<file path="config.mk">
export PLATFORM = sky130hd
export DESIGN_NAME = hrcaf_rx_filter
export DESIGN_NICKNAME = d
export VERILOG_FILES = /design/src/common/hrcaf_pkg.sv /design/src/verilog/hrcaf_rx_filter.sv
export VERILOG_INCLUDE_DIRS = /design/src /design/src/common
export SDC_FILE = /design/constraint.sdc
export NUM_CORES = 2
export LEC_CHECK = 0
export BUFFER_PORTS_ARGS = -buffer_cell sky130_fd_sc_hd__buf_2
export CAP_MARGIN = 25
export CELL_PAD_IN_SITES_DETAIL_PLACEMENT = 1
export CELL_PAD_IN_SITES_GLOBAL_PLACEMENT = 1
export CORE_MARGIN = 5
export CORE_UTILIZATION = 54
export CTS_BUF_LIST = sky130_fd_sc_hd__clkbuf_8 sky130_fd_sc_hd__clkbuf_16
export DETAILED_ROUTE_END_ITERATION = 8
export PLACE_DENSITY_LB_ADDON = 0.1
export SYNTH_ARGS = -nofsm -noshare
export SYNTH_HDL_FRONTEND = slang
export SYNTH_SLANG_ARGS = --single-unit
</file>
<file path="constraint.sdc">
create_clock -name clk -period 5.65 [get_ports clk]
set_clock_uncertainty 0.05 [all_clocks]
set_input_delay 0.8475 -clock clk [delete_from_list [all_inputs] [get_ports clk]]
set_output_delay 0.8475 -clock clk [all_outputs]
set_load 0.03 [all_outputs]
</file>
<file path="src/common/hrcaf_defines.svh">
/*
  Offsets, field positions and reset values of the receive command and
  address filter block.
  Assumes inclusion by bare name; definitions only.
*/
`ifndef HRCAF_DEFINES_SVH
`define HRCAF_DEFINES_SVH

// ----------------------------------------------------------------
// Register word indices (byte address is four times the index)
// ----------------------------------------------------------------
`define HRCAF_IDX_RXCMD      7'h1a
`define HRCAF_IDX_ADDR_DATA  7'h1e
`define HRCAF_IDX_FILL       7'h20
`define HRCAF_IDX_IRQ_STAT   7'h40
`define HRCAF_IDX_IRQ_MASK   7'h41

// ----------------------------------------------------------------
// Receive command port fields
// ----------------------------------------------------------------
`define HRCAF_CMD_CH_HI      15
`define HRCAF_CMD_CH_LO      11
`define HRCAF_CMD_READ       10
`define HRCAF_CMD_SECOND_BYTE_BROADCAST_CHECK       9
`define HRCAF_CMD_SECOND_BYTE_PROGRAMMED_CHECK       8
`define HRCAF_CMD_FIRST_BYTE_BROADCAST_CHECK       7
`define HRCAF_CMD_FIRST_BYTE_PROGRAMMED_CHECK       6
`define HRCAF_CMD_CRC        5
`define HRCAF_CMD_FM         4
`define HRCAF_CMD_P_HI       3
`define HRCAF_CMD_P_LO       2
`define HRCAF_CMD_C_HI       1
`define HRCAF_CMD_C_LO       0

// ----------------------------------------------------------------
// Address data port fields
// ----------------------------------------------------------------
`define HRCAF_AD_CH_HI       20
`define HRCAF_AD_CH_LO       16
`define HRCAF_AD_MASK_SEL    24
`define HRCAF_AD_READ        25

// ----------------------------------------------------------------
// Reset values and the all-ones broadcast byte
// ----------------------------------------------------------------
`define HRCAF_RST_RXCMD      16'h0000
`define HRCAF_RST_ADDR_DATA  32'h0000_0001
`define HRCAF_RST_FILL       8'h00
`define HRCAF_RST_IRQ_MASK   32'h0000_0000
`define HRCAF_ALL_ONES_BYTE  8'hff

`endif

</file>
<file path="src/common/hrcaf_pkg.sv">
/*
  Types of the receive command and address filter block.
  Assumes nothing of its surroundings.
*/
package hrcaf_pkg;

  typedef enum logic [1:0] {
    HRCAF_CMD_ABORT    = 2'h0,
    HRCAF_CMD_START    = 2'h1,
    HRCAF_CMD_CONTINUE = 2'h2,
    HRCAF_CMD_HALT     = 2'h3
  } hrcaf_cmd_e;

  typedef enum logic [1:0] {
    HRCAF_PROTO_HDLC   = 2'h0,
    HRCAF_PROTO_TFILL  = 2'h1,
    HRCAF_PROTO_TRAW   = 2'h2,
    HRCAF_PROTO_RSVD   = 2'h3
  } hrcaf_proto_e;

  typedef enum logic [1:0] {
    HRCAF_EV_NONE      = 2'h0,
    HRCAF_EV_OPEN      = 2'h1,
    HRCAF_EV_DATA      = 2'h3,
    HRCAF_EV_CLOSE     = 2'h2
  } hrcaf_ev_e;

  typedef logic [4:0] hrcaf_chan_t;

endpackage

</file>
<file path="src/verilog/hrcaf_rx_filter.sv">
/*
  Receive command memory and address field filter for 32 receive channels
  (HDLC, transparent fill or raw), with an Avalon-MM register slave and a level interrupt.
  Assumes the frame stream comes from logic on clk, one event per cycle,
  already deserialised to bytes with flags marked as open and close.
*/
`timescale 1ns/10ps
`include "hrcaf_defines.svh"

module hrcaf_rx_filter (
  input  wire logic        clk,
  input  wire logic        srst,
  input  wire logic        ce,
  input  wire logic [6:0]  avs_address,
  input  wire logic        avs_read,
  input  wire logic        avs_write,
  input  wire logic [31:0] avs_writedata,
  input  wire logic [3:0]  avs_byteenable,
  output logic      [31:0] avs_readdata,
  output logic             avs_waitrequest,
  input  wire logic [1:0]  strm_event,
  input  wire logic [4:0]  strm_chan,
  input  wire logic [7:0]  strm_byte,
  input  wire logic        strm_crc,
  output logic             out_valid,
  output logic      [4:0]  out_chan,
  output logic      [15:0] out_data,
  output logic      [1:0]  out_nbytes,
  output logic             out_eom,
  output logic             dma_req_valid,
  output logic      [4:0]  dma_req_chan,
  output logic      [1:0]  dma_req_code,
  output logic             irq
);

  // ----------------------------------------------------------------
  // Per-channel storage
  // ----------------------------------------------------------------
  logic [9:0]  cfg_mem   [32];
  logic        fm_mem    [32];
  logic        run_mem   [32];
  logic        hpend_mem [32];
  logic        infr_mem  [32];
  logic        disc_mem  [32];
  logic [1:0]  cnt_mem   [32];
  logic [7:0]  b1_mem    [32];
  logic [15:0] exp_mem   [32];
  logic [15:0] msk_mem   [32];

  logic [15:0] rxcmd_r;
  logic [31:0] addr_r;
  logic [7:0]  fill_r;
  logic [31:0] irq_stat_r;
  logic [31:0] irq_mask_r;
  logic [31:0] rd_snap_r;

  // ----------------------------------------------------------------
  // Helpers
  // ----------------------------------------------------------------
  function automatic logic byte_pass(input logic [7:0] b, input logic [7:0] expv,
                                     input logic [7:0] msk, input logic en_prog,
                                     input logic en_bc);
    logic prog_ok;
    logic bc_ok;
    prog_ok = (((b ^ expv) & ~msk) == 8'h00);
    bc_ok   = (b == `HRCAF_ALL_ONES_BYTE);
    if (!en_prog && !en_bc) begin
      byte_pass = 1'b1;
    end else begin
      byte_pass = (en_prog && prog_ok) || (en_bc && bc_ok);
    end
  endfunction

  function automatic logic [31:0] chan_bit(input logic [4:0] c);
    chan_bit = 32'h0000_0001 << c;
  endfunction

  // ----------------------------------------------------------------
  // Avalon-MM handshake: one wait cycle, then accept
  // ----------------------------------------------------------------
  logic bus_req;
  logic bus_acc;
  logic wr_acc;
  logic rd_acc;
  logic lo_be;
  logic all_be;

  assign bus_req = avs_read || avs_write;
  assign bus_acc = bus_req && !avs_waitrequest;
  assign wr_acc  = bus_acc && avs_write;
  assign rd_acc  = bus_acc && avs_read;
  assign lo_be   = &avs_byteenable[1:0];
  assign all_be  = &avs_byteenable;

  always_ff @(posedge clk) begin
    if (srst) begin
      avs_waitrequest <= 1'b1;
    end else if (ce) begin
      avs_waitrequest <= !(bus_req && avs_waitrequest);
    end
  end

  always_ff @(posedge clk) begin
    if (srst) begin
      avs_readdata <= 32'h0000_0000;
    end else if (ce && avs_read && avs_waitrequest) begin
      case (avs_address)
        `HRCAF_IDX_RXCMD:     avs_readdata <= {16'h0000, rxcmd_r};
        `HRCAF_IDX_ADDR_DATA: avs_readdata <= addr_r;
        `HRCAF_IDX_FILL:      avs_readdata <= {24'h000000, fill_r};
        `HRCAF_IDX_IRQ_STAT:  avs_readdata <= irq_stat_r;
        `HRCAF_IDX_IRQ_MASK:  avs_readdata <= irq_mask_r;
        default:              avs_readdata <= 32'h0000_0000;
      endcase
    end
  end

  // Snapshot of status bits returned, so only those are cleared
  always_ff @(posedge clk) begin
    if (srst) begin
      rd_snap_r <= 32'h0000_0000;
    end else if (ce && avs_read && avs_waitrequest) begin
      rd_snap_r <= (avs_address == `HRCAF_IDX_IRQ_STAT) ? irq_stat_r : 32'h0000_0000;
    end
  end

  // ----------------------------------------------------------------
  // Command port decode
  // ----------------------------------------------------------------
  logic       cmd_wr;
  logic       cmd_rd_dir;
  logic [4:0] cmd_ch;
  logic [1:0] cmd_code;

  assign cmd_wr     = wr_acc && lo_be && (avs_address == `HRCAF_IDX_RXCMD);
  assign cmd_rd_dir = avs_writedata[`HRCAF_CMD_READ];
  assign cmd_ch     = avs_writedata[`HRCAF_CMD_CH_HI:`HRCAF_CMD_CH_LO];
  assign cmd_code   = avs_writedata[`HRCAF_CMD_C_HI:`HRCAF_CMD_C_LO];

  always_ff @(posedge clk) begin
    if (srst) begin
      rxcmd_r <= `HRCAF_RST_RXCMD;
    end else if (ce && cmd_wr) begin
      if (cmd_rd_dir) begin
        rxcmd_r <= {cmd_ch, 1'b1, cfg_mem[cmd_ch][9:5], fm_mem[cmd_ch],
                    cfg_mem[cmd_ch][3:0]};
      end else begin
        rxcmd_r <= avs_writedata[15:0];
      end
    end
  end

  // ----------------------------------------------------------------
  // Address data port and fill character
  // ----------------------------------------------------------------
  logic       ad_wr;
  logic [4:0] ad_ch;

  assign ad_wr = wr_acc && all_be && (avs_address == `HRCAF_IDX_ADDR_DATA);
  assign ad_ch = avs_writedata[`HRCAF_AD_CH_HI:`HRCAF_AD_CH_LO];

  always_ff @(posedge clk) begin
    if (srst) begin
      addr_r <= `HRCAF_RST_ADDR_DATA;
      for (int i = 0; i < 32; i++) begin
        exp_mem[i] <= 16'h0000;
        msk_mem[i] <= 16'h0000;
      end
    end else if (ce && ad_wr) begin
      if (avs_writedata[`HRCAF_AD_READ]) begin
        addr_r <= {avs_writedata[31:16], avs_writedata[`HRCAF_AD_MASK_SEL] ?
                   msk_mem[ad_ch] : exp_mem[ad_ch]};
      end else begin
        addr_r <= avs_writedata;
        if (avs_writedata[`HRCAF_AD_MASK_SEL]) begin
          msk_mem[ad_ch] <= avs_writedata[15:0];
        end else begin
          exp_mem[ad_ch] <= avs_writedata[15:0];
        end
      end
    end
  end

  always_ff @(posedge clk) begin
    if (srst) begin
      fill_r <= `HRCAF_RST_FILL;
    end else if (ce && wr_acc && avs_byteenable[0] && (avs_address == `HRCAF_IDX_FILL)) begin
      fill_r <= avs_writedata[7:0];
    end
  end

  // ----------------------------------------------------------------
  // Stream channel view and next state
  // ----------------------------------------------------------------
  logic [9:0]  s_cfg;
  logic [1:0]  s_proto;
  logic        s_run;
  logic        s_infr;
  logic        s_disc;
  logic [1:0]  s_cnt;
  logic [7:0]  s_b1;
  logic        s_pass1;
  logic        s_pass2;
  logic        s_chk2;
  logic        s_flag;
  logic        s_infr_nxt;
  logic        s_disc_nxt;
  logic [1:0]  s_cnt_nxt;
  logic        s_stop;
  logic        o_valid_nxt;
  logic [15:0] o_data_nxt;
  logic [1:0]  o_n_nxt;
  logic        o_eom_nxt;

  assign s_cfg   = cfg_mem[strm_chan];
  assign s_proto = s_cfg[`HRCAF_CMD_P_HI:`HRCAF_CMD_P_LO];
  assign s_run   = run_mem[strm_chan];
  assign s_infr  = infr_mem[strm_chan];
  assign s_disc  = disc_mem[strm_chan];
  assign s_cnt   = cnt_mem[strm_chan];
  assign s_b1    = b1_mem[strm_chan];
  assign s_chk2  = s_cfg[`HRCAF_CMD_SECOND_BYTE_PROGRAMMED_CHECK] || s_cfg[`HRCAF_CMD_SECOND_BYTE_BROADCAST_CHECK];
  assign s_pass1 = byte_pass(strm_byte, exp_mem[strm_chan][7:0], msk_mem[strm_chan][7:0],
                             s_cfg[`HRCAF_CMD_FIRST_BYTE_PROGRAMMED_CHECK], s_cfg[`HRCAF_CMD_FIRST_BYTE_BROADCAST_CHECK]);
  assign s_pass2 = byte_pass(strm_byte, exp_mem[strm_chan][15:8], msk_mem[strm_chan][15:8],
                             s_cfg[`HRCAF_CMD_SECOND_BYTE_PROGRAMMED_CHECK], s_cfg[`HRCAF_CMD_SECOND_BYTE_BROADCAST_CHECK]);
  assign s_flag  = (strm_event == hrcaf_pkg::HRCAF_EV_OPEN) || (strm_event == hrcaf_pkg::HRCAF_EV_CLOSE);

  always_comb begin
    s_infr_nxt  = s_infr;
    s_disc_nxt  = s_disc;
    s_cnt_nxt   = s_cnt;
    s_stop      = 1'b0;
    o_valid_nxt = 1'b0;
    o_data_nxt  = 16'h0000;
    o_n_nxt     = 2'h0;
    o_eom_nxt   = 1'b0;
    case (strm_event)
      hrcaf_pkg::HRCAF_EV_OPEN: begin
        if (s_run && (s_proto == hrcaf_pkg::HRCAF_PROTO_HDLC)) begin
          s_infr_nxt = 1'b1;
          s_disc_nxt = 1'b0;
          s_cnt_nxt  = 2'h0;
        end
      end
      hrcaf_pkg::HRCAF_EV_DATA: begin
        if (s_run) begin
          case (s_proto)
            hrcaf_pkg::HRCAF_PROTO_HDLC: begin
              if (s_infr && !s_disc && !(strm_crc && !s_cfg[`HRCAF_CMD_CRC])) begin
                case (s_cnt)
                  2'h0: begin
                    s_cnt_nxt  = 2'h1;
                    s_disc_nxt = !s_pass1;
                  end
                  2'h1: begin
                    s_cnt_nxt   = 2'h2;
                    s_disc_nxt  = !s_pass2;
                    o_valid_nxt = s_pass2;
                    o_data_nxt  = {strm_byte, s_b1};
                    o_n_nxt     = 2'h2;
                  end
                  default: begin
                    o_valid_nxt = 1'b1;
                    o_data_nxt  = {8'h00, strm_byte};
                    o_n_nxt     = 2'h1;
                  end
                endcase
              end
            end
            hrcaf_pkg::HRCAF_PROTO_TFILL: begin
              if (strm_byte == fill_r) begin
                o_valid_nxt = s_infr;
                o_eom_nxt   = s_infr;
                s_infr_nxt  = 1'b0;
              end else begin
                o_valid_nxt = 1'b1;
                o_data_nxt  = {8'h00, strm_byte};
                o_n_nxt     = 2'h1;
                s_infr_nxt  = 1'b1;
              end
            end
            hrcaf_pkg::HRCAF_PROTO_TRAW: begin
              o_valid_nxt = 1'b1;
              o_data_nxt  = {8'h00, strm_byte};
              o_n_nxt     = 2'h1;
            end
            default: begin
              o_valid_nxt = 1'b0;
            end
          endcase
        end
      end
      hrcaf_pkg::HRCAF_EV_CLOSE: begin
        if (s_infr && (s_proto == hrcaf_pkg::HRCAF_PROTO_HDLC)) begin
          s_infr_nxt = 1'b0;
          s_stop     = hpend_mem[strm_chan];
          if (!s_disc && (s_cnt == 2'h1) && !s_chk2) begin
            o_valid_nxt = 1'b1;
            o_data_nxt  = {8'h00, s_b1};
            o_n_nxt     = 2'h1;
            o_eom_nxt   = 1'b1;
          end else if (!s_disc && (s_cnt == 2'h2)) begin
            o_valid_nxt = 1'b1;
            o_eom_nxt   = 1'b1;
          end
        end
      end
      default: begin
        s_stop = 1'b0;
      end
    endcase
  end

  // ----------------------------------------------------------------
  // Channel state update: stream first, command on top
  // ----------------------------------------------------------------
  logic cmd_act;
  logic cmd_same;
  logic cmd_infr;
  logic cmd_irq;

  assign cmd_act  = cmd_wr && !cmd_rd_dir;
  assign cmd_same = (strm_event != hrcaf_pkg::HRCAF_EV_NONE) && (strm_chan == cmd_ch);
  assign cmd_infr = cmd_same ? s_infr_nxt : infr_mem[cmd_ch];
  assign cmd_irq  = cmd_act && ((cmd_code == hrcaf_pkg::HRCAF_CMD_ABORT) ||
                    ((cmd_code == hrcaf_pkg::HRCAF_CMD_HALT) && !cmd_infr));

  always_ff @(posedge clk) begin
    if (srst) begin
      for (int i = 0; i < 32; i++) begin
        run_mem[i]   <= 1'b0;
        hpend_mem[i] <= 1'b0;
        infr_mem[i]  <= 1'b0;
        disc_mem[i]  <= 1'b0;
        cnt_mem[i]   <= 2'h0;
        b1_mem[i]    <= 8'h00;
      end
    end else if (ce) begin
      if (strm_event != hrcaf_pkg::HRCAF_EV_NONE) begin
        infr_mem[strm_chan] <= s_infr_nxt;
        disc_mem[strm_chan] <= s_disc_nxt;
        cnt_mem[strm_chan]  <= s_cnt_nxt;
        if ((strm_event == hrcaf_pkg::HRCAF_EV_DATA) && (s_cnt == 2'h0)) begin
          b1_mem[strm_chan] <= strm_byte;
        end
        if (s_stop) begin
          run_mem[strm_chan]   <= 1'b0;
          hpend_mem[strm_chan] <= 1'b0;
        end
      end
      if (cmd_act) begin
        case (cmd_code)
          hrcaf_pkg::HRCAF_CMD_ABORT: begin
            run_mem[cmd_ch]   <= 1'b0;
            hpend_mem[cmd_ch] <= 1'b0;
            infr_mem[cmd_ch]  <= 1'b0;
          end
          hrcaf_pkg::HRCAF_CMD_START, hrcaf_pkg::HRCAF_CMD_CONTINUE: begin
            run_mem[cmd_ch]   <= 1'b1;
            hpend_mem[cmd_ch] <= 1'b0;
          end
          default: begin
            hpend_mem[cmd_ch] <= cmd_infr;
            if (!cmd_infr) begin
              run_mem[cmd_ch] <= 1'b0;
            end
          end
        endcase
      end
    end
  end

  // Entry store; flag status only cleared by software, set wins
  always_ff @(posedge clk) begin
    if (srst) begin
      for (int i = 0; i < 32; i++) begin
        cfg_mem[i] <= 10'h000;
        fm_mem[i]  <= 1'b0;
      end
    end else if (ce) begin
      if (cmd_act) begin
        cfg_mem[cmd_ch] <= avs_writedata[9:0];
        if (!avs_writedata[`HRCAF_CMD_FM]) begin
          fm_mem[cmd_ch] <= 1'b0;
        end
      end
      if (s_flag || ((strm_event == hrcaf_pkg::HRCAF_EV_DATA) && s_infr)) begin
        fm_mem[strm_chan] <= 1'b1;
      end
    end
  end

  // ----------------------------------------------------------------
  // Stream output and DMA request
  // ----------------------------------------------------------------
  always_ff @(posedge clk) begin
    if (srst) begin
      out_valid  <= 1'b0;
      out_chan   <= 5'h00;
      out_data   <= 16'h0000;
      out_nbytes <= 2'h0;
      out_eom    <= 1'b0;
    end else if (ce) begin
      out_valid  <= o_valid_nxt;
      out_chan   <= strm_chan;
      out_data   <= o_data_nxt;
      out_nbytes <= o_n_nxt;
      out_eom    <= o_eom_nxt;
    end
  end

  always_ff @(posedge clk) begin
    if (srst) begin
      dma_req_valid <= 1'b0;
      dma_req_chan  <= 5'h00;
      dma_req_code  <= 2'h0;
    end else if (ce) begin
      dma_req_valid <= cmd_act && ((cmd_code == hrcaf_pkg::HRCAF_CMD_START) ||
                       (cmd_code == hrcaf_pkg::HRCAF_CMD_CONTINUE));
      dma_req_chan  <= cmd_ch;
      dma_req_code  <= cmd_code;
    end
  end

  // ----------------------------------------------------------------
  // Interrupt status, mask and output
  // ----------------------------------------------------------------
  logic [31:0] irq_set;

  assign irq_set = (cmd_irq ? chan_bit(cmd_ch) : 32'h0000_0000) |
                   ((ce && s_stop) ? chan_bit(strm_chan) : 32'h0000_0000);

  always_ff @(posedge clk) begin
    if (srst) begin
      irq_stat_r <= 32'h0000_0000;
    end else if (ce) begin
      irq_stat_r <= (irq_stat_r & ~((rd_acc && (avs_address == `HRCAF_IDX_IRQ_STAT)) ?
                     rd_snap_r : 32'h0000_0000)) | irq_set;
    end
  end

  always_ff @(posedge clk) begin
    if (srst) begin
      irq_mask_r <= `HRCAF_RST_IRQ_MASK;
    end else if (ce && wr_acc && all_be && (avs_address == `HRCAF_IDX_IRQ_MASK)) begin
      irq_mask_r <= avs_writedata;
    end
  end

  always_ff @(posedge clk) begin
    if (srst) begin
      irq <= 1'b0;
    end else if (ce) begin
      irq <= |(irq_stat_r & irq_mask_r);
    end
  end

endmodule

</file>
==> qor_table.md <==
| Parameter | Reported |
| --- | --- |
| Outcome | completed |
| Crit-path slowest cell | sky130_fd_sc_hd__nor2_1 |
| Die Span Y | 449 um |
| Clock latency of the later-clocked register in the worst-skew pair | 910 ps |
| PnR worst setup slack | 1050 ps |
| Most instantiated flip-flop cell in the synthesis netlist | sky130_fd_sc_hd__edfxtp_1 |
| Final number of setup-violating endpoints | 0 |
| Ratio of final minimum period to clock period | 81.3% |
| Cells on worst reg2reg path | 8 |
| Overflow left after global routing | 0 |
| Synthesis warning total | 0 |
| Clock transition at the registers of the reported paths | 60 ps |
| Number of synthesized flops with an enable pin | 1,728 |
| Initial antenna violation count | 32 |
| Avg Inst Size Synth | 13.3 um2 |
| Standard cell area after detailed placement | 108,000 um2 |
| Worst-path maximum fanout | 16 |
| Met2 wire length | 188,000 um |
| Area of the die | 202,000 um2 |
| Share of final-layout standard cells stronger than drive strength 1 | 22.4% |
| Setup Slack @ Placement | 526 ps |
| Number of clock sinks | 2,011 |
| Highest routed layer | met5 |
| Sum of negative setup slack | 0 ps |
| Average detailed-routed wire length per instance | 39.5 um |
| Sequential element share of the synthesized area | 55.3% |
| Initial core utilization | 54.1% |
| Ys async rst share | 0% |
| Arrival time at the worst endpoint | 5080 ps |
| Largest buffer count on any clock path | 3 |
| FF/Latch Area | 57,600 um2 |
| Synth-to-Final Area Change | 10.6% |
| Delay of the slowest cell on the worst path | 940 ps |
| Relative slew slack | 15.7% |
| Top library cells by usage in the layout, fill and taps aside | 1,728 x sky130_fd_sc_hd__edfxtp_1, 1,354 x sky130_fd_sc_hd__and2_1, 743 x sky130_fd_sc_hd__mux4_2, 531 x sky130_fd_sc_hd__nor2_1, 434 x sky130_fd_sc_hd__nand2_1 |
| HPWL reported at the end of detailed placement | 285,000 um |
| Post-cts gate resize count | 0 |
| Critical Path Sink | msk_mem[16][0] |
| Drt pass-1 iters | 6 |
| Largest net degree at the start of global routing | 110 |
| Final hold violation count | 0 |
| Launch point of the critical path | avs_waitrequest |
| Via density | 7.10 |
| Worst hold slack after final layout | 162 ps |
| Required time of the critical path | 6140 ps |
| Wire length of the first global-routing pass | 584,000 um |
| Post-detailed-route DRC marker count | 0 |
| RePlAce Congestion | 1.04 |
| H-Tree Depth | 4 |
| P_int | 26,000 uW |
| Via count of the first global-routing pass | 75,970 |
| Combinational cell fraction of total power | 10.9% |
| Slack of the worst reg-to-reg path | 1050 ps |
| Placement Rows | 161 |
| Cts hold-fix bufs | 0 |
| Timing-limited maximum frequency | 218 MHz |
| Most common cell after layout, fill and taps aside | sky130_fd_sc_hd__edfxtp_1 |
| ANT nets after route | 0 |
| Layout fillers | 18,233 |
| Cell depth of the worst setup path | 8 |
| Worst-Margin Slew | 1250 ps |
| Reported net switching power | 9250 uW |
| Die span in x | 449 um |
| FF+latch count, synth | 2,011 |
| Met3 routed wirelength | 48,900 um |
| Hold crit path type | input port to register |
| Total standard cell area after synthesis | 104,000 um2 |
| Total number of vias | 74,868 |
| RSZ-0062 raised after global routing | no |
| Root buffer selected by CTS | sky130_fd_sc_hd__clkbuf_16 |
| Most used cell, CP | sky130_fd_sc_hd__nor2_1 |
| Core Box Area | 192,000 um2 |
| Share of power burned in the clock network | 41.4% |
| VDD IR max | 345 uV |
| Startpoint type of the worst setup path | register |
| Ratio of total power to cell area | 306 nW/um2 |
| Post-Route Utilization | 59.9% |
| Worst r2r dst | msk_mem[16][0] |
| Kind of end point of the critical path | register |
| Wire length after detailed routing | 416,000 um |
| Synthesized netlist cell count | 7,833 |
| Post-route cell area | 115,000 um2 |
| DRT iter0 DRCs | 11,121 |
| Area taken by multi-input logic gates | 43,000 um2 |
| Number of top-level design ports | 131 |
| Sequential share of power | 47.7% |
| Net count after synthesis | 7,907 |
| Cell leakage power | 0.0414 uW |
| Worst-path cell chain | nor3_1, nand4_1, inv_1, nand2_1, nor2_1, nand3_1, nor2_1, or2_2 |
| Total Routing Usage GR | 40.6% |
| Met1 wire length | 144,000 um |
| Top delay family on crit path | simple AND/OR/NAND/NOR gates |
| Setup repair bufs after CTS | 0 |
| TritonCTS clock tree | yes |
| Fraction of power spent switching nets | 26.3% |
| Max-Cap Viols | 0 |
| Count of port buffers added during placement | 130 |
| Count of cell types in the netlist | 78 |
| Source of the worst register-to-register timing path | avs_waitrequest |
| Depth of the worst hold-timing path | 3 |
| Net total in the final layout | 7,883 |
| Final period demand of the worst path | 4600 ps |
| Final-report max-slew violation count | 0 |
| TritonCTS Buffers | 215 |
| Path type of the worst setup path | register to register |
| Buffers and inverters on the worst path | 1 |
sequential cells by signal, summed over array words and instances (netlist names), 64 cells and up:
register,count
msk_mem,512
exp_mem,512
cnt_mem,64
cfg_mem,288
b1_mem,256
cells in the mapped netlist, drive strengths merged (29+ instances only):
cell type	n	area share (%)
inv	32	0.12
o21ai	232	1.1
a31oi	29	0.17
mux2i	279	2.7
nor3	224	1.2
nor2b	45	0.27
and2	1355	8.1
edfxtp	1728	50
dfxtp	283	5.4
mux2	37	0.40
nand2b	106	0.64
a221oi	31	0.26
a211oi	46	0.33
nand2	434	1.6
clkbuf	511	1.8
nor2	535	1.9
nand3	132	0.63
or2	112	0.67
a21oi	237	1.1
mux4	769	17
a22oi	144	1.0
and3	54	0.32
buf	242	1.5
final cells by class:
type / instances / share of cell area (%)
Clock inverter: 166 / 1.31
Multi-Input combinational cell: 5035 / 37.3
Clock buffer: 237 / 4.96
Sequential cell: 2011 / 50.0
Antenna cell: 17 / 0.0370
Inverter: 34 / 0.116
Tap cell: 2526 / 2.75
Timing Repair Buffer: 512 / 3.52
power groups by stage:
stage	logic, uW	registers [uW]	clock network, uW
3_5_place_dp	3680	17100	0
3_3_place_gp	3630	17100	0
2_1_floorplan	2170	17000	0
4_1_cts	3700	16800	14600
5_1_grt	3850	16800	15300
6_report	3830	16800	14600
worst min path at each step:
stage                            startpoint        endpoint  slack (ps)
after floorplan                   addr_r[1]       addr_r[1]         380
after global placement         rd_snap_r[4]    rd_snap_r[4]         390
after detailed placement      rd_snap_r[26]   rd_snap_r[26]         400
after CTS                 avs_writedata[26]  irq_mask_r[26]         110
after global routing      avs_writedata[29]  irq_mask_r[29]         140
final                     avs_writedata[26]  irq_mask_r[26]         160
per-stage QoR:
stage	instances	total power, uW
after floorplan	7833	19200
final	10538	35200
after global routing	10524	35900
after detailed placement	10116	20800
after global placement	10113	20700
after CTS	10519	35100
cell families after synthesis:
family,count (synthesis),share of synthesized area [%]
adder cells (fa/ha/maj),10,0.120
AO/OA/AOI/OAI,846,5.10
XOR/XNOR,34,0.286
AND/OR/NAND/NOR,3060,15.9
flip-flops,2011,55.3
buffers and inverters,787,3.50
multiplexers,1085,19.8
worst reg2reg max path, delay by kind of cell, from the launching register on:
kind / cells / cell delay, ps
buffers and inverters: 1 / 140
AND/OR/NAND/NOR: 7 / 3670
flip-flops: 1 / 380
metal layers:
metal  GRT usage (%)  vias to the layer above
met5               0                        -
met3            10.6                     1346
li1                -                    29269
met2            62.7                     5466
met1            51.0                    38769
met4            26.6                       18
(Power assumes the default switching activity.)
